### config.mk
export PLATFORM = sky130hd
export DESIGN_NAME = hsscc_switch_ctrl
export DESIGN_NICKNAME = d
export VERILOG_FILES = /design/src/hsscc_switch_ctrl.v /design/src/hsscc_tick_div.v
export VERILOG_INCLUDE_DIRS = /design/src /design/src/common
export SDC_FILE = /design/constraint.sdc
export NUM_CORES = 1
export LEC_CHECK = 0
export ABC_AREA = 1
export BUFFER_PORTS_ARGS = -buffer_cell sky130_fd_sc_hd__buf_2
export CAP_MARGIN = 5
export CORE_ASPECT_RATIO = 0.75
export CORE_UTILIZATION = 30
export DETAILED_ROUTE_END_ITERATION = 10
export SLEW_MARGIN = 5
export SYNTH_ARGS = -nofsm -noshare
export SYNTH_HDL_FRONTEND = slang
export SYNTH_SLANG_ARGS = --single-unit
### constraint.sdc
create_clock -name i_ref_clk -period 2.9 [get_ports i_ref_clk]
set_input_delay 0.58 -clock i_ref_clk [delete_from_list [all_inputs] [get_ports i_ref_clk]]
set_output_delay 0.58 -clock i_ref_clk [all_outputs]
set_load 0.05 [all_outputs]
### src/common/hsscc_map.vh
// register map, field positions and timing constants for the switch control block
`ifndef HSSCC_MAP_VH
`define HSSCC_MAP_VH

// ************************************
// register addresses (7-bit)
// ************************************
`define HSSCC_ADDR_TIMER_B    7'h0d
`define HSSCC_ADDR_FAULT_CTRL 7'h10
`define HSSCC_ADDR_SEL_A      7'h14
`define HSSCC_ADDR_SEL_B      7'h15

// ************************************
// field positions and masks
// ************************************
`define HSSCC_ON_HI       6
`define HSSCC_ON_LO       4
`define HSSCC_PER_HI      2
`define HSSCC_PER_LO      0
`define HSSCC_TIMER_MASK  8'h77
`define HSSCC_FAULT_MASK  8'h70
`define HSSCC_SEL_MASK    8'h77
`define HSSCC_OV_DIS_BIT  6
`define HSSCC_UV_DIS_BIT  5
`define HSSCC_REC_BIT     4
`define HSSCC_RESET_VAL   8'h00
`define HSSCC_SW_LO_MSB   2
`define HSSCC_SW_LO_LSB   0
`define HSSCC_SW_HI_MSB   6
`define HSSCC_SW_HI_LSB   4

// ************************************
// selector and on-time codes
// ************************************
`define HSSCC_SRC_OFF     3'h0
`define HSSCC_SRC_ON      3'h1
`define HSSCC_SRC_TMR_A   3'h2
`define HSSCC_SRC_TMR_B   3'h3
`define HSSCC_SRC_PWM_A   3'h4
`define HSSCC_SRC_PWM_B   3'h5
`define HSSCC_ON_STOP_LO  3'h0
`define HSSCC_ON_STOP_HI  3'h6
`define HSSCC_ON_RSVD     3'h7
`define HSSCC_PER_RSVD    3'h7

// ************************************
// timing: one tick per 0.1 ms (100000 ns)
// ************************************
`define HSSCC_CLK_NS      5
`define HSSCC_TICK_NS     100000
`define HSSCC_TICK_CYC    (`HSSCC_TICK_NS / `HSSCC_CLK_NS)
// on-times in ticks
`define HSSCC_ON_T1       16'd1
`define HSSCC_ON_T2       16'd3
`define HSSCC_ON_T3       16'd10
`define HSSCC_ON_T4       16'd100
`define HSSCC_ON_T5       16'd200
// periods in ticks
`define HSSCC_PER_T0      16'd100
`define HSSCC_PER_T1      16'd200
`define HSSCC_PER_T2      16'd500
`define HSSCC_PER_T3      16'd1000
`define HSSCC_PER_T4      16'd2000
`define HSSCC_PER_T5      16'd10000
`define HSSCC_PER_T6      16'd20000

`endif

### src/hsscc_switch_ctrl.v
// high-side switch source selection, cyclic timer b and supply fault policy
`include "hsscc_map.vh"

module hsscc_switch_ctrl #(
   parameter TICK_CYC = `HSSCC_TICK_CYC
) (
   input  wire       i_ref_clk,
   input  wire       i_nrst,
   input  wire       i_soft_rst,
   input  wire       i_wr_en,
   input  wire [6:0] i_wr_addr,
   input  wire [7:0] i_wr_data,
   input  wire [6:0] i_rd_addr,
   output reg  [7:0] o_rd_data,
   input  wire       i_restart_mode,
   input  wire       i_cyclic_sense,
   input  wire       i_timer_a_out,
   input  wire       i_pwm_a_out,
   input  wire       i_pwm_b_out,
   input  wire       i_supply_ov,
   input  wire       i_supply_uv,
   input  wire [3:0] i_sw_overcurrent,
   input  wire [3:0] i_sw_overtemp,
   output reg  [3:0] o_switch_on,
   output reg        o_timer_b_out,
   output reg        o_timer_b_on_end
);

   // ************************************
   // input synchronisers (three stages)
   // ************************************
   // a level counts only once stages two and three agree, so one
   // metastable sample cannot trip a shutdown on its own
   wire [9:0] raw = {i_supply_ov, i_supply_uv, i_sw_overcurrent, i_sw_overtemp};
   wire [9:0] flt_s;
   genvar     b;

   generate
      for (b = 0; b < 10; b = b + 1) begin : g_sync
         reg s1_q;
         reg s2_q;
         reg s3_q;
         reg agree_q;
         always @(posedge i_ref_clk or negedge i_nrst) begin
            if (!i_nrst) begin
               s1_q    <= 1'h0;
               s2_q    <= 1'h0;
               s3_q    <= 1'h0;
               agree_q <= 1'h0;
            end else begin
               s1_q <= raw[b];
               s2_q <= s1_q;
               s3_q <= s2_q;
               if (s2_q == s3_q)
                  agree_q <= s3_q;
            end
         end
         assign flt_s[b] = agree_q;
      end
   endgenerate

   wire       ov_s   = flt_s[9];
   wire       uv_s   = flt_s[8];
   wire [3:0] sw_flt = flt_s[7:4] | flt_s[3:0];

   // ************************************
   // registers
   // ************************************
   reg [7:0] timer_q;
   reg [7:0] fault_q;
   reg [7:0] sel_a_q;
   reg [7:0] sel_b_q;

   wire wr_tmr = i_wr_en && (i_wr_addr == `HSSCC_ADDR_TIMER_B);
   wire wr_flt = i_wr_en && (i_wr_addr == `HSSCC_ADDR_FAULT_CTRL);
   wire wr_sa  = i_wr_en && (i_wr_addr == `HSSCC_ADDR_SEL_A);
   wire wr_sb  = i_wr_en && (i_wr_addr == `HSSCC_ADDR_SEL_B);

   wire sel_cleared = (wr_sa && ((i_wr_data & `HSSCC_SEL_MASK) == 8'h00)) ||
                      (wr_sb && ((i_wr_data & `HSSCC_SEL_MASK) == 8'h00));
   wire tmr_wipe    = sel_cleared && i_restart_mode && i_cyclic_sense;

   // per-switch clear masks for the two selector registers
   wire [7:0] clr_a = {1'b0, {3{sw_flt[1]}}, 1'b0, {3{sw_flt[0]}}};
   wire [7:0] clr_b = {1'b0, {3{sw_flt[3]}}, 1'b0, {3{sw_flt[2]}}};

   always @(posedge i_ref_clk or negedge i_nrst) begin
      if (!i_nrst) begin
         timer_q <= `HSSCC_RESET_VAL;
         fault_q <= `HSSCC_RESET_VAL;
         sel_a_q <= `HSSCC_RESET_VAL;
         sel_b_q <= `HSSCC_RESET_VAL;
      end else if (i_soft_rst) begin
         timer_q <= `HSSCC_RESET_VAL;
         fault_q <= `HSSCC_RESET_VAL;
         sel_a_q <= `HSSCC_RESET_VAL;
         sel_b_q <= `HSSCC_RESET_VAL;
      end else begin
         if (tmr_wipe)
            timer_q <= `HSSCC_RESET_VAL;
         else if (wr_tmr)
            timer_q <= i_wr_data & `HSSCC_TIMER_MASK;
         if (wr_flt)
            fault_q <= i_wr_data & `HSSCC_FAULT_MASK;
         // hardware clear wins over a write
         // the clear repeats while the fault stands, so a write cannot re-arm it
         if (wr_sa)
            sel_a_q <= i_wr_data & `HSSCC_SEL_MASK & ~clr_a;
         else
            sel_a_q <= sel_a_q & ~clr_a;
         if (wr_sb)
            sel_b_q <= i_wr_data & `HSSCC_SEL_MASK & ~clr_b;
         else
            sel_b_q <= sel_b_q & ~clr_b;
      end
   end

   // ************************************
   // register read
   // ************************************
   // read path, reserved bits already zero
   always @(posedge i_ref_clk or negedge i_nrst) begin
      if (!i_nrst)
         o_rd_data <= 8'h00;
      else begin
         case (i_rd_addr)
            `HSSCC_ADDR_TIMER_B:    o_rd_data <= timer_q;
            `HSSCC_ADDR_FAULT_CTRL: o_rd_data <= fault_q;
            `HSSCC_ADDR_SEL_A:      o_rd_data <= sel_a_q;
            `HSSCC_ADDR_SEL_B:      o_rd_data <= sel_b_q;
            default:                o_rd_data <= 8'h00;
         endcase
      end
   end

   // ************************************
   // cyclic timer b
   // ************************************
   wire [2:0] on_code  = timer_q[`HSSCC_ON_HI:`HSSCC_ON_LO];
   wire [2:0] per_code = timer_q[`HSSCC_PER_HI:`HSSCC_PER_LO];
   reg  [15:0] on_ticks;
   reg  [15:0] per_ticks;

   always @* begin
      case (on_code)
         3'h1:    on_ticks = `HSSCC_ON_T1;
         3'h2:    on_ticks = `HSSCC_ON_T2;
         3'h3:    on_ticks = `HSSCC_ON_T3;
         3'h4:    on_ticks = `HSSCC_ON_T4;
         3'h5:    on_ticks = `HSSCC_ON_T5;
         default: on_ticks = 16'h0;
      endcase
   end

   always @* begin
      case (per_code)
         3'h0:    per_ticks = `HSSCC_PER_T0;
         3'h1:    per_ticks = `HSSCC_PER_T1;
         3'h2:    per_ticks = `HSSCC_PER_T2;
         3'h3:    per_ticks = `HSSCC_PER_T3;
         3'h4:    per_ticks = `HSSCC_PER_T4;
         3'h5:    per_ticks = `HSSCC_PER_T5;
         3'h6:    per_ticks = `HSSCC_PER_T6;
         default: per_ticks = 16'h0;
      endcase
   end

   // running as soon as a valid on-time and a valid period sit in the register
   // reserved codes leave the timer idle rather than guess a figure
   // an on-time at or beyond the period keeps the output high throughout
   wire run = (on_ticks != 16'h0) && (per_ticks != 16'h0);
   wire tick;
   reg  [15:0] ph_q;
   reg         run_q;

   hsscc_tick_div #(
      .DIV (TICK_CYC)
   ) u_div (
      .i_ref_clk (i_ref_clk),
      .i_nrst    (i_nrst),
      .i_clr     (~run | wr_tmr),
      .o_tick    (tick)
   );

   always @(posedge i_ref_clk or negedge i_nrst) begin
      if (!i_nrst) begin
         ph_q             <= 16'h0;
         run_q            <= 1'b0;
         o_timer_b_out    <= 1'b0;
         o_timer_b_on_end <= 1'b0;
      end else begin
         // a write restarts the period, so the next cycle must look like a fresh start
         run_q            <= run && !wr_tmr;
         o_timer_b_on_end <= 1'b0;
         if (!run || wr_tmr) begin
            ph_q <= 16'h0;
            // stop low; stop high on code six
            o_timer_b_out <= (on_code == `HSSCC_ON_STOP_HI);
            // a write to a running timer drops the output for one cycle; the fresh start then opens the period high
            if (run)
               o_timer_b_out <= 1'b0;
         end else if (!run_q) begin
            o_timer_b_out <= 1'b1;
         end else if (tick) begin
            if (ph_q + 16'h1 >= per_ticks) begin
               ph_q          <= 16'h0;
               o_timer_b_out <= 1'b1;
            end else begin
               ph_q <= ph_q + 16'h1;
               if (ph_q + 16'h1 == on_ticks) begin
                  o_timer_b_out    <= 1'b0;
                  o_timer_b_on_end <= 1'b1;
               end
            end
         end
      end
   end

   // ************************************
   // supply fault policy
   // ************************************
   // overvoltage trip unless disabled
   wire ov_trip   = ov_s && !fault_q[`HSSCC_OV_DIS_BIT];
   wire uv_trip   = uv_s && !fault_q[`HSSCC_UV_DIS_BIT];
   wire sup_fault = ov_trip || uv_trip;
   reg  latched_off_q;

   // two 3-bit selector fields per register
   wire [2:0]  sel_one   = sel_a_q[`HSSCC_SW_LO_MSB:`HSSCC_SW_LO_LSB];
   wire [2:0]  sel_two   = sel_a_q[`HSSCC_SW_HI_MSB:`HSSCC_SW_HI_LSB];
   wire [2:0]  sel_three = sel_b_q[`HSSCC_SW_LO_MSB:`HSSCC_SW_LO_LSB];
   wire [2:0]  sel_four  = sel_b_q[`HSSCC_SW_HI_MSB:`HSSCC_SW_HI_LSB];
   wire [11:0] sel_all   = {sel_four, sel_three, sel_two, sel_one};

   // recovery versus latched off; a new selector write releases the latch unless a supply trip stands in that cycle
   // with recovery off only a selector write or soft reset lets switches on again
   always @(posedge i_ref_clk or negedge i_nrst) begin
      if (!i_nrst)
         latched_off_q <= 1'b0;
      else if (i_soft_rst || wr_sa || wr_sb)
         latched_off_q <= sup_fault;
      else if (sup_fault && !fault_q[`HSSCC_REC_BIT])
         latched_off_q <= 1'b1;
   end

   wire block_sw = sup_fault || latched_off_q;

   // ************************************
   // switch drive
   // ************************************
   genvar g;
   generate
      for (g = 0; g < 4; g = g + 1) begin : g_sw
         wire [2:0] sel = sel_all[3*g+2:3*g];
         reg        src;
         always @* begin
            case (sel)
               `HSSCC_SRC_ON:    src = 1'b1;
               `HSSCC_SRC_TMR_A: src = i_timer_a_out;
               `HSSCC_SRC_TMR_B: src = o_timer_b_out;
               `HSSCC_SRC_PWM_A: src = i_pwm_a_out;
               `HSSCC_SRC_PWM_B: src = i_pwm_b_out;
               default:          src = 1'b0;
            endcase
         end
         always @(posedge i_ref_clk or negedge i_nrst) begin
            if (!i_nrst)
               o_switch_on[g] <= 1'b0;
            else
               o_switch_on[g] <= src && !block_sw && !sw_flt[g];
         end
      end
   endgenerate

endmodule // hsscc_switch_ctrl

### src/hsscc_tick_div.v
// tick divider producing a one-cycle enable pulse
module hsscc_tick_div #(
   parameter DIV = 20000
) (
   input  wire i_ref_clk,
   input  wire i_nrst,
   input  wire i_clr,
   output reg  o_tick
);
   reg [31:0] cnt_q;

   always @(posedge i_ref_clk or negedge i_nrst) begin
      if (!i_nrst) begin
         cnt_q  <= 32'h0;
         o_tick <= 1'b0;
      end else if (i_clr) begin
         cnt_q  <= 32'h0;
         o_tick <= 1'b0;
      end else if (cnt_q == DIV - 1) begin
         cnt_q  <= 32'h0;
         o_tick <= 1'b1;
      end else begin
         cnt_q  <= cnt_q + 32'h1;
         o_tick <= 1'b0;
      end
   end
endmodule // hsscc_tick_div

Yosys cells after proc, flatten, opt, wreduce, memory -nomap -nowiden --
Index checks and enable logic that the tools add are counted.
Cells by class: add/sub/neg operators 2, $lt $le $gt $ge 1, eq/ne operators 54, multiplexer cells 37, bitwise logic cells 9, reduce and logical (&&, ||, !) cells 48
Operators with widths (number):
- 15-bit one-hot mux with 7 select lines | 1
- 8-bit two-way mux | 9
- 16-bit two-way mux | 4
- 32-bit two-way mux | 2
- 3-bit == test, second input constant | 14
- 7-bit by 5-bit == test with 1-bit output, second input constant | 6
- 8-bit one-hot mux with 5 select lines | 1
- 3-bit by 2-bit == test with 1-bit output, second input constant | 12
- 32-bit by 1-bit adder with 32-bit output, second input constant | 1
- 32-bit by 15-bit == test with 1-bit output, second input constant | 1
- 8-bit one-hot mux with 4 select lines | 1
- 16-bit nonzero test | 2
- 1-bit logical AND | 21
- 1-bit one-hot mux with 5 select lines | 4
- 3-bit by 1-bit == test with 1-bit output, second input constant | 6
- 16-bit by 1-bit adder with 16-bit output, second input constant | 1
- 7-bit by 8-bit bitwise AND with 8-bit output | 2
- 8-bit bitwise AND | 2
- 16-bit == test | 1
- 16-bit greater-or-equal comparator | 1
- 7-bit NOT with 8-bit output | 2
- 1-bit two-way mux | 15
- 7-bit by 4-bit == test with 1-bit output, second input constant | 2
- 1-bit == test | 10
- other kinds (12) | 30
Word-level totals: flip-flop bits (word level) 137, input port bits 41

Logic depth before layout (Yosys ltp) --
Gate-level depths: netlist of run 1.
depth in word-level cells 8, mapped depth 21

Hierarchy --
A second synthesis of run 1 with hierarchy kept.
Unflattened totals: cell total of the unflattened synthesis 837, area total of the unflattened synthesis 6681.4 µm²
Modules (own cells, without submodules):
- hsscc_switch_ctrl | instances 1, cells an instance 526, area an instance 4604.4 µm²
- hsscc_tick_div | instances 1, cells an instance 311, area an instance 2077.0 µm²

Worst setup path after synthesis of run 1 --
Ideal clock, no wire load.
path type register to register, start register ph_q[0], end register ph_q[10], setup time 77 ps, arrival 2250 ps, data required time 2823 ps, path slack 573 ps, cell stages (with the launch flop) 20, clock period less this slack 2327 ps, cell sequence dfrtp_1 ha_1 nand2_1 nor2_4 nand2_1 nand2_1 nand2_1 ha_1 nand2_1 a21oi_1 nor2_1 nand2_1 nand2_1 nand3_1 nand2_1 nand2_1 a21boi_4 buf_6 nand4_1 o21ai_1
Between the ends: cells in the longest elaborated chain, start to end 6
Ends and longest elaborated chain:
- start: declaration | line hsscc_switch_ctrl.v:173 | reg [15:0] ph_q;
- start signal: assignment | line hsscc_switch_ctrl.v:209 | ph_q <= ph_q + 16'h1;
- 16-bit by 1-bit adder with 16-bit output (*) | line hsscc_switch_ctrl.v:205, hsscc_switch_ctrl.v:209
- 16-bit greater-or-equal comparator | line hsscc_switch_ctrl.v:205 | if (ph_q + 16'h1 >= per_ticks) begin
- 16-bit two-way mux (*) | line hsscc_switch_ctrl.v:205
- 16-bit two-way mux (*) | line hsscc_switch_ctrl.v:204 | end else if (tick) begin
- 16-bit two-way mux (*) | line hsscc_switch_ctrl.v:202 | end else if (!run_q) begin
- 16-bit two-way mux (*) | line hsscc_switch_ctrl.v:195 | if (!run || wr_tmr) begin
Every way passes the cells marked *; elsewhere a longest branch is shown, timed or not. The select of a mux whose other input is x is not followed. A chain may end at the register's enable or synchronous reset.

Final worst setup path of run 1 --
start register ph_q[1], end register ph_q[4]
The elaborated chain is that of the path after synthesis.

==> results of run 1 <==
layer usage:
| layer | global-route usage (%) | part of all wire [%] |
|---|---|---|
| met1 | 22.4 | 52 |
| met2 | 21.7 | 41 |
| met3 | 3.00 | 5.8 |
| met4 | 4.01 | 0.58 |
| met5 | 0 | 0 |
cells in the final DEF, fill, tap and decap left out, types with 8 or more instances in the layout:
master / instances
o21ai_1: 13
ha_1: 16
nand4_1: 36
dfrtp_1: 124
nor2_1: 95
xor2_1: 15
o21ai_0: 21
clkbuf_16: 17
nand3_1: 50
a21oi_1: 14
nor3_1: 23
maj3_1: 10
inv_1: 96
xnor2_1: 8
buf_4: 8
nand2_1: 153
a211oi_1: 15
buf_2: 51
flip-flops by register name, summed over array words and instances, names as in the netlist, 3 cells and up:
signal,flops
u_div.cnt_q,32
ph_q,16
g_sync.agree_q,10
g_sync.s1_q,10
g_sync.s2_q,10
g_sync.s3_q,10
o_rd_data,7
sel_a_q,6
sel_b_q,6
timer_q,6
o_switch_on,4
fault_q,3
critical path, delay by kind of cell, from the launching register on:
kind | cells | cell delay [ns]
compound gates | 3 | 0.45
buf+inv | 2 | 0.30
simple gates | 10 | 0.96
fa+ha+maj | 2 | 0.44
flops | 1 | 0.45
what timing repair did:
| action | 4_1_cts | 5_1_grt |
|---|---|---|
| resized for setup | 0 | 4 |
| setup buffers | 0 | 1 |
| endpoints found under the setup margin | 0 | 16 |
| endpoints found under the hold margin | 0 | 0 |
cell usage after synthesis, drive strengths merged (2+ instances only):
master	count	share of area [%]
a211oi	15	1.7
a21oi	14	1.1
a31oi	2	0.19
and2	2	0.19
buf	5	0.52
clkbuf	6	0.36
dfrtp	125	48
ha	17	3.3
inv	101	5.8
maj3	10	1.5
nand2	160	9.6
nand3	53	4.3
nand4	37	3.6
nor2	109	7.6
nor3	25	2.1
nor3b	6	0.77
nor4	7	0.77
o2111ai	3	0.40
o211ai	3	0.34
o21a	3	0.34
o21ai	35	2.7
xnor2	9	1.3
xor2	15	2.0
cell type report:
cell class / instances / area [µm²]
clock buffers: 18 / 429
flip-flops and latches: 125 / 3130
multi-input cells: 537 / 2990
repair buffers: 62 / 367
inverters: 101 / 379
clock inverters: 14 / 159
fillers: 2111 / 13400
well taps: 288 / 360
stage by stage:
step	power (mW)	instance area [µm²]	hold WS [ns]	setup slack, ns	util [%]
after global placement	2.04	7190	0.333	0.202	33.9
after global routing	4.29	7810	0.0973	0.0116	36.8
final	4.13	7810	0.0678	0.220	36.8
after detailed placement	2.04	7190	0.336	0.101	33.9
after CTS	4.18	7780	0.0750	0.0598	36.6
after floorplan	1.93	6530	0.284	0.573	-
worst min-delay path by stage:
stage | startpoint | to | slack (ns) | depth (start not counted)
after detailed placement | g_sync[2].s1_q$_DFF_PN0_ | g_sync[2].s2_q$_DFF_PN0_ | 0.34 | 0
final | i_nrst | u_div.cnt_q[27]$_DFF_PN0_ | 0.07 | 1
after floorplan | i_nrst | fault_q[4]$_DFFE_PN0P_ | 0.28 | 0
after global routing | i_nrst | u_div.cnt_q[27]$_DFF_PN0_ | 0.1 | 1
after global placement | g_sync[9].s1_q$_DFF_PN0_ | g_sync[9].s2_q$_DFF_PN0_ | 0.33 | 0
after CTS | i_nrst | u_div.cnt_q[26]$_DFF_PN0_ | 0.07 | 1
power groups by stage:
stage               registers (mW)  clock network, mW  logic (mW)
floorplan                     1.84                  0      0.0900
global placement              1.85                  0       0.188
detailed placement            1.85                  0       0.191
CTS                           1.82               2.17       0.192
global route                  1.82               2.25       0.217
finish                        1.82               2.12       0.190
cells by family after synthesis:
| group | count (synthesis) |
|---|---|
| DFF | 125 |
| other | 1 |
| adders and majority gates | 27 |
| buffers and inverters | 112 |
| and+or+nand+nor | 403 |
| AOI/OAI and AO/OA | 82 |
| xor gates and xnor gates | 24 |
==> metrics, run 1 <==
nets=902; antenna viol nets, final=0; Internal=3.14 mW; RSZ-0062 raised after global routing=no; wire per inst=13.5 µm; IO Pins=55; XOR/XNOR share of the synthesized area=3.33%; Synth Net Count=832; post-synthesis mux area share=0%; die extent in x=172 µm; Final GP Congestion=0.887; HP Class=input pin to async pin; Mapped Cells=774; Clock Path Buffers=2; drt pass-1 iters=7; Slowest cell on crit path=dfrtp_1; YS warnings=0; root buffer cell=clkbuf_16; Worst Skew=0.0130 ns; vias in the first global route=5205; sw frac=24.0%; Syn Area/Cell=8.44 µm²; Synth Flop Type=dfrtp_1; number of hold buffers added after CTS=0; Worst Path Max Fanout=15; initial antenna violation count=0; clock sink count=125; achievable frequency=0.373 GHz; reg2reg end=ph_q[4]$_DFFE_PN0P_; Overflow after GRT=0; Detailed Route Iter0 Violations=477; Simple-Gate Fraction of Synth Area=29.4%; CP dominant cell by count=nand2_1; FP Rows=46; Vias=5362; TritonCTS clock tree=built; combinational power share=4.6%; main combinational cell family by area after synthesis=simple AND/OR/NAND/NOR gates; DIE HEIGHT=130 µm; CTS buffer count=17; global-route usage over all layers=14.9%; Post-synth ARST share=100%; die footprint=22400 µm²; Post-Layout Cell Count=1145; port buffer count=52; Synth Area in Compound Gates=7.87%; NetSw=992 µW; largest net degree at the start of global routing=56; via/cell ratio=4.68; crit path to=ph_q[4]$_DFFE_PN0P_; worst slew pin tran=0.714 ns; reg2reg path depth=17; clock share of power=51.4%; total routed wirelength=15500 µm; DP HPWL=11600 µm; Cells after DPL=1112; first-pass GRT wire length=26100 µm; type of origin of the critical path=flop; Initial Utilization=30.8%; number of remaining DRC errors=0; Max-cap violations=0; Seq/Total Area, Yosys=47.9%; leakage power=3.55 nW; proportion of layout cells with a drive suffix above 1=15.5%; share of synthesized cell area in full adder, half adder and majority cells=4.79%; Final Cycle Share=92.4%; Max VDD drop=431 µV; reg-to-reg critical path startpoint=ph_q[1]$_DFFE_PN0P_; Area growth, synth to finish=19.5%; R2R setup slack=0.22 ns; Worst Setup SP=ph_q[1]$_DFFE_PN0P_; PwrDens=529 nW/µm²; later-pin clock latency in the skew report=0.42 ns; Reg power frac=44.0%; Core Box Area=21200 µm²; register bit total from synthesis=125; CTS H-tree lvls=4; slew margin rel.=52.1%; Final min period=2.68 ns; clock-pin slew on the worst setup and hold paths=0.06 ns; Setup CP Type=flop to flop; Synth cell types=52; endpoints failing setup=0; status=finished clean; # diodes=0; kind of end point of the critical path=flop; Critical Path AT=3.01 ns; synthesized cell area=6530 µm²; worst-path cell chain=ha_4, nand3_1, nor2_4, nand2_1, nand2_1, nand2_1, inv_1, ha_1, nand2_1, o21a_1, nand3_1, nand2_1, nand2_1, a21boi_4, buf_12, nand3_1, o21ai_1; Pins Over Slew Limit=0; critical path's largest stage delay=0.45 ns; Required @ worst endpoint=3.23 ns; Post-synth EDFFs=0; Final Hold Viols=0; setup TNS=0 ns
Power figures use the tool's default switching activity.
==> inputs of run 2 (changes only) <==
--- a/config.mk
+++ b/config.mk
@@ -6,12 +6,12 @@
 export SDC_FILE = /design/constraint.sdc
 export NUM_CORES = 1
 export LEC_CHECK = 0
-export ABC_AREA = 1
 export BUFFER_PORTS_ARGS = -buffer_cell sky130_fd_sc_hd__buf_2
 export CAP_MARGIN = 5
 export CORE_ASPECT_RATIO = 0.75
-export CORE_UTILIZATION = 30
+export CORE_UTILIZATION = 60
 export DETAILED_ROUTE_END_ITERATION = 10
+export PLACE_DENSITY = 0.8
 export SLEW_MARGIN = 5
 export SYNTH_ARGS = -nofsm -noshare
 export SYNTH_HDL_FRONTEND = slang
==> run 2 against run 1 <==
  * The run now ends with negative setup slack left
  * Critical endpoint is now o_timer_b_on_end$_DFF_PN0_
  * Maximum frequency is 13% lower
  * Clock skew is 0.0055 ns lower
  * Cell area is 4.5% higher
  * Largest cell class is now multi-input combinational cells
  * Largest power group unchanged
==> metrics, run 2 <==
status=finished with violations (was finished clean); failing checks=negative setup slack; Critical Path AT=3.38 ns (was 3.01 ns); Post-synth EDFFs=0 (unchanged); Detailed Route Iter0 Violations=639 (was 477); proportion of layout cells with a drive suffix above 1=25.6% (was 15.5%); Post-synth ARST share=100% (unchanged); reg2reg end=o_timer_b_on_end$_DFF_PN0_ (was ph_q[4]$_DFFE_PN0P_); drt pass-1 iters=5 (was 7); Worst Path Max Fanout=6 (was 15); Max-cap violations=0 (unchanged); Worst Skew=0.00750 ns (was 0.0130 ns); CP dominant cell by count=a21oi_2 (was nand2_1); Pins Over Slew Limit=0 (unchanged); Final Hold Viols=0 (unchanged); HP Class=input pin to flop (was input pin to async pin); R2R setup slack=-0.17 ns (was 0.22 ns); CTS buffer count=17 (unchanged); root buffer cell=clkbuf_16 (unchanged); via/cell ratio=6.27 (was 4.68); most numerous cell in the Yosys netlist=dfrtp_1 (was nand2_1); Worst Setup SP=ph_q[2]$_DFFE_PN0P_ (was ph_q[1]$_DFFE_PN0P_); YS warnings=0 (unchanged); Final min period=3.07 ns (was 2.68 ns); type of origin of the critical path=flop (unchanged); Seq/Total Area, Yosys=48.7% (was 47.9%); max reg flops=32 (unchanged); Cells after DPL=885 (was 1112); DP HPWL=11300 µm (was 11600 µm); kind of end point of the critical path=flop (unchanged); first-pass GRT wire length=28200 µm (was 26100 µm); Post-Place Worst Slack=-0.146 ns (was 0.101 ns); crit path to=o_timer_b_on_end$_DFF_PN0_ (was ph_q[4]$_DFFE_PN0P_); largest net degree at the start of global routing=79 (was 56); reg2reg path depth=12 (was 17); nets=842 (was 902); TritonCTS clock tree=built (unchanged); Synth cell types=64 (was 52); die extent in x=121 µm (was 172 µm); Overflow after GRT=0 (unchanged); FP Rows=32 (was 46); RSZ-0062 raised after global routing=yes (was no); worst-path cell chain=buf_4, and4_1, a21oi_2, or2_2, ha_1, a211o_1, a21oi_2, o21ai_2, a211oi_4, buf_12, nand2_2, nor4_4 (was ha_4, nand3_1, nor2_4, nand2_1, nand2_1, nand2_1, inv_1, ha_1, nand2_1, o21a_1, nand3_1, nand2_1, nand2_1, a21boi_4, buf_12, nand3_1, o21ai_1); commonest cells after routing, fill and taps aside=dfrtp_1, nand2_1, nor2_1, buf_4, buf_2 (was nand2_1, dfrtp_1, inv_1, nor2_1, buf_2); synth cell count leaders=dfrtp_1, nand2_1, nor2_1 (was nand2_1, dfrtp_1, inv_1); later-pin clock latency in the skew report=0.42 ns (about the same); endpoints failing setup=17 (was 0); IO Pins=55 (unchanged); Slowest cell on crit path=dfrtp_1 (unchanged); initial antenna violation count=0 (unchanged); setup TNS=-1.61 ns (was 0 ns); Synth Flop Type=dfrtp_1 (unchanged); Max VDD drop=587 µV (was 431 µV); vias in the first global route=5788 (was 5205); worst slew pin tran=0.939 ns (was 0.714 ns); CTS H-tree lvls=4 (unchanged); Required @ worst endpoint=3.21 ns (was 3.23 ns); synthesized cell area=6420 µm² (was 6530 µm²); worst hold slack=0.260 ns (was 0.0678 ns); Synth top area share=48.7% (was 47.9%); clock-pin slew on the worst setup and hold paths=0.06 ns (about the same); global-route usage over all layers=33.5% (was 14.9%); Final GP Congestion=0.858 (was 0.887); Synth Net Count=730 (was 832); Syn Area/Cell=9.56 µm² (was 8.44 µm²); Bufs and invs on worst path=2 (unchanged); number of remaining DRC errors=0 (unchanged); Setup CP Type=flop to flop (unchanged); main area contributors after synthesis=dfrtp_1, nand2_1, nor2_1, ha_1, xor2_1 (was dfrtp_1, nand2_1, inv_1, nor2_1, nand3_1); WP depth=12 (was 17); Core Box Area=10300 µm² (was 21200 µm²); Synth area leader=dfrtp_1 (unchanged); critical path's largest stage delay=0.45 ns (about the same); Clock Path Buffers=2 (unchanged); total routed wirelength=18000 µm (was 15500 µm); Mapped Cells=672 (was 774); Vias=5851 (was 5362); Cell Area, Placed=7170 µm² (was 7190 µm²); design area=8160 µm² (was 7810 µm²); most common cell after layout, fill and taps aside=dfrtp_1 (was nand2_1); port buffer count=52 (unchanged); Area growth, synth to finish=27.1% (was 19.5%); DIE HEIGHT=91.6 µm (was 130 µm); reg-to-reg critical path startpoint=ph_q[2]$_DFFE_PN0P_ (was ph_q[1]$_DFFE_PN0P_); Post-Layout Cell Count=933 (was 1145); antenna viol nets, final=0 (unchanged); Reg with most FFs=u_div.cnt_q (unchanged); # diodes=0 (unchanged); number of hold buffers added after CTS=0 (unchanged); achievable frequency=0.326 GHz (was 0.373 GHz); PwrDens=518 nW/µm² (was 529 nW/µm²); Largest regs=u_div.cnt_q: 32 flops, ph_q: 16 flops (unchanged); register bit total from synthesis=125 (unchanged); slew margin rel.=37.4% (was 52.1%); Final Cycle Share=106% (was 92.4%); leakage power=3.60 nW (was 3.55 nW); wire per inst=19.3 µm (was 13.5 µm); fin worst setup slack=-0.170 ns (was 0.220 ns); Top delay family on crit path=simple AND/OR/NAND/NOR gates (unchanged); Initial Utilization=62.2% (was 30.8%); die footprint=11100 µm² (was 22400 µm²); clock sink count=125 (unchanged)
==> run 2: cell types whose count changed in the layout (fill, tap and decap cells not counted), sizes merged, moves of 15 or more <==
cell / change
a21oi: +25
nand3: -15
buf: +60
nand2: -80
inv: -73
nor2: -39
nand4: -18
==> run 2: cell families (layout without fill, tap and decap cells) <==
kind of cell	count (synthesis)	in the layout	share of synthesized area [%]
AND/OR/NAND/NOR	303	303	23.7
flip-flops	125	125	48.7
AO/OA/AOI/OAI	101	101	10.1
buffers and inverters	53	178	3.53
XOR/XNOR	48	48	6.76
adder cells (fa/ha/maj)	27	27	4.87
multiplexers	14	14	2.28
other	1	1	0.0584
==> run 2: power breakdown <==
part           leakage (nW)  switching [mW]  internal (mW)
sequential             1.64          0.0239           1.78
combinational          1.65          0.0854         0.0444
clock                 0.312           0.874           1.42
==> run 2: worst min-delay path by stage <==
stage	start	endpoint	slack, ns	cells past startpoint
global route	i_sw_overcurrent[0]	g_sync[4].s1_q$_DFF_PN0_	0.25	1
finish	i_supply_ov	g_sync[9].s1_q$_DFF_PN0_	0.26	1
floorplan	i_nrst	fault_q[4]$_DFFE_PN0P_	0.28	0
CTS	i_sw_overcurrent[0]	g_sync[4].s1_q$_DFF_PN0_	0.26	1
detailed placement	g_sync[4].s1_q$_DFF_PN0_	g_sync[4].s2_q$_DFF_PN0_	0.33	0
global placement	g_sync[0].s1_q$_DFF_PN0_	g_sync[0].s2_q$_DFF_PN0_	0.33	0
==> run 2: area by class of cell <==
cell class,instances,area [µm²]
flip-flops and latches,125,3130
inverters,24,90.1
clock buffers,18,439
repair buffers,122,836
fillers,629,2170
well taps,136,170
clock inverters,14,198
multi-input cells,494,3290
==> run 2: layer usage <==
layer / track usage, % / routed length, µm / up-vias
li1: - / - / 2597
met2: 52.0 / 8450 / 377
met1: 45.2 / 7340 / 2803
met3: 8.17 / 1680 / 74
met4: 13.7 / 578 / 0
met5: 0 / 0 / -
==> run 2: repair_timing <==
item,4_1_cts,5_1_grt
buffers inserted,9,7
endpoints found under the setup margin,13,17
pin swaps,10,17
gates cloned,1,0
gates resized for setup,17,30
==> run 2: through the flow <==
step | util [%] | total power, mW
floorplan | - | 1.87
global placement | 69.4 | 1.95
detailed placement | 69.4 | 1.96
CTS | 77.3 | 4.23
global route | 79.0 | 4.33
finish | 79.0 | 4.22
==> inputs of run 3 (changes only) <==
--- a/config.mk
+++ b/config.mk
@@ -6,6 +6,7 @@
 export SDC_FILE = /design/constraint.sdc
 export NUM_CORES = 1
 export LEC_CHECK = 0
+export ABC_AREA = 1
 export BUFFER_PORTS_ARGS = -buffer_cell sky130_fd_sc_hd__buf_2
 export CAP_MARGIN = 5
 export CORE_ASPECT_RATIO = 0.75
==> run 3 against run 2 <==
  * The run now ends clean
  * Sequential share of layout area grew 1.9 points
  * Core utilization decreased by 4.5 points
  * Sequential power about the same
  * Critical endpoint is now ph_q[1]$_DFFE_PN0P_
  * Cell count grew 7.1%
  * Register-to-register slack improved by 0.28 ns
  * First-iteration DRC count fell by 16%
  * Total power rose by 1.2%
==> metrics, run 3 (synthesis results as in run 1) <==
Cell Area, Placed=6990 µm² (was 7170 µm²); CTS buffer count=17 (unchanged); kind of end point of the critical path=flop (unchanged); met2 usage=49.9% (was 52.0%); status=finished clean (was finished with violations); worst slew pin tran=0.725 ns (was 0.939 ns); PwrDens=549 nW/µm² (was 518 nW/µm²); Final min period=2.79 ns (was 3.07 ns); CTS H-tree lvls=4 (unchanged); Final Hold Viols=0 (unchanged); most common cell after layout, fill and taps aside=nand2_1 (was dfrtp_1); worst hold slack=0.199 ns (was 0.260 ns); via/cell ratio=5.89 (was 6.27); die extent in x=122 µm (was 121 µm); Core Box Area=10500 µm² (was 10300 µm²); wire per inst=16.4 µm (was 19.3 µm); commonest cells after routing, fill and taps aside=nand2_1, dfrtp_1, inv_1, nor2_1, buf_2 (was dfrtp_1, nand2_1, nor2_1, buf_4, buf_2); clock-pin slew on the worst setup and hold paths=0.06 ns (about the same); Area growth, synth to finish=19.2% (was 27.1%); Final Cycle Share=96.2% (was 106%); Pins Over Slew Limit=0 (unchanged); achievable frequency=0.359 GHz (was 0.326 GHz); Critical Path AT=3.13 ns (was 3.38 ns); Setup CP Type=flop to flop (unchanged); total routed wirelength=16400 µm (was 18000 µm); max reg flops=32 (unchanged); largest net degree at the start of global routing=52 (was 79); Worst Skew=0.00783 ns (was 0.00750 ns); Vias=5885 (was 5851); type of origin of the critical path=flop (unchanged); design area=7790 µm² (was 8160 µm²); proportion of layout cells with a drive suffix above 1=18.2% (was 25.6%); number of remaining DRC errors=0 (unchanged); antenna viol nets, final=0 (unchanged); Largest regs=u_div.cnt_q: 32 flops, ph_q: 16 flops (unchanged); HP Class=input pin to async pin (was input pin to flop); FP Rows=32 (unchanged); die footprint=11300 µm² (was 11100 µm²); port buffer count=52 (unchanged); FILL cells=718 (was 629); Clock Path Buffers=2 (unchanged); Detailed Route Iter0 Violations=534 (was 639); M1 GR Usage=43.5% (was 45.2%); DP HPWL=11200 µm (was 11300 µm); vias in the first global route=5623 (was 5788); root buffer cell=clkbuf_16 (unchanged); leakage power=3.64 nW (was 3.60 nW); drt pass-1 iters=5 (unchanged); later-pin clock latency in the skew report=0.42 ns (about the same); most crowded layer after global routing=met2 (unchanged); Max-cap violations=0 (unchanged); clock sink count=125 (unchanged); nets=908 (was 842); global-route usage over all layers=31.6% (was 33.5%); # diodes=0 (unchanged); Required @ worst endpoint=3.24 ns (was 3.21 ns); Overflow after GRT=0 (unchanged); Reg with most FFs=u_div.cnt_q (unchanged); slew margin rel.=51.5% (was 37.4%); Max VDD drop=460 µV (was 587 µV); endpoints failing setup=0 (was 17); Final GP Congestion=0.913 (was 0.858); TritonCTS clock tree=built (unchanged); grt met3 use=7.08% (was 8.17%); Worst Path Max Fanout=8 (was 6); number of hold buffers added after CTS=0 (unchanged); first-pass GRT wire length=27400 µm (was 28200 µm); initial antenna violation count=0 (unchanged); Initial Utilization=62.5% (was 62.2%); DIE HEIGHT=92.4 µm (was 91.6 µm); IO Pins=55 (unchanged)
[run 3: timing repair]
| action | CTS | global route |
|---|---|---|
| buffers inserted | 0 | 7 |
| gates resized for setup | 2 | 21 |
| gates cloned | 0 | 1 |
| pin swaps | 0 | 7 |
| setup endpoints to repair | 1 | 17 |
[run 3: path summary, 6_finish.rpt]
kind,from,to,slack [ns],cells after the start
worst max register to register,ph_q[0]$_DFFE_PN0P_,ph_q[1]$_DFFE_PN0P_,0.11,17
worst min-delay path,i_nrst,g_sync[3].s2_q$_DFF_PN0_,0.20,1
min in group i_ref_clk,i_sw_overtemp[3],g_sync[3].s1_q$_DFF_PN0_,0.26,1
max in group asynchronous,i_nrst,u_div.cnt_q[13]$_DFF_PN0_,1.97,2
worst max-delay path,ph_q[0]$_DFFE_PN0P_,ph_q[1]$_DFFE_PN0P_,0.11,17
worst min register to register,g_sync[8].s1_q$_DFF_PN0_,g_sync[8].s2_q$_DFF_PN0_,0.35,0
[run 3: worst max-delay path, stage by stage, from the launching register on]
cell and delay [ns]:
dfrtp_2 0.44, ha_4 0.18, nand2_1 0.08, nor2_4 0.14, buf_4 0.14, nand2_1 0.09
xnor2_2 0.25, ha_1 0.28, nand2_1 0.06, nor2_1 0.04, nand2_1 0.09, nand3_2 0.12
nand2_2 0.09, nand2_2 0.07, a21boi_4 0.24, buf_12 0.16, nand3_2 0.07, o21ai_2 0.15
[run 3: cell type report]
class / count / area, µm² / share of cell area, %
flip-flops and latches: 125 / 3140 / 40.3
well taps: 136 / 170 / 2.19
multi-input cells: 537 / 3050 / 39.2
clock inverters: 15 / 198 / 2.54
repair buffers: 68 / 425 / 5.46
inverters: 101 / 382 / 4.90
clock buffers: 17 / 425 / 5.46
[run 3: layer usage]
| metal | vias to the layer above | wire, µm | share of wire [%] |
|---|---|---|---|
| met5 | - | 0 | 0 |
| met4 | 0 | 314 | 1.9 |
| met3 | 39 | 1350 | 8.2 |
| met2 | 301 | 7590 | 46 |
| met1 | 2819 | 7160 | 44 |
| li1 | 2726 | - | - |
[run 3: report_power, final]
| part | switching, mW | total, mW | internal [mW] |
|---|---|---|---|
| sequential | 0.0306 | 1.82 | 1.79 |
| combinational | 0.132 | 0.202 | 0.0691 |
| clock | 0.871 | 2.25 | 1.38 |
[run 3: through the flow]
stage / instances / utilization, % / TNS [ns] / power (mW) / worst slack, ns
floorplan: 774 / - / 0 / 1.93 / 0.573
global placement: 959 / 66.9 / 0 / 2.03 / 0.197
detailed placement: 959 / 66.9 / 0 / 2.04 / 0.0776
CTS: 991 / 73.0 / 0 / 4.28 / 0.0351
global route: 999 / 74.5 / -0.0206 / 4.41 / -0.0206
finish: 999 / 74.5 / 0 / 4.28 / 0.111
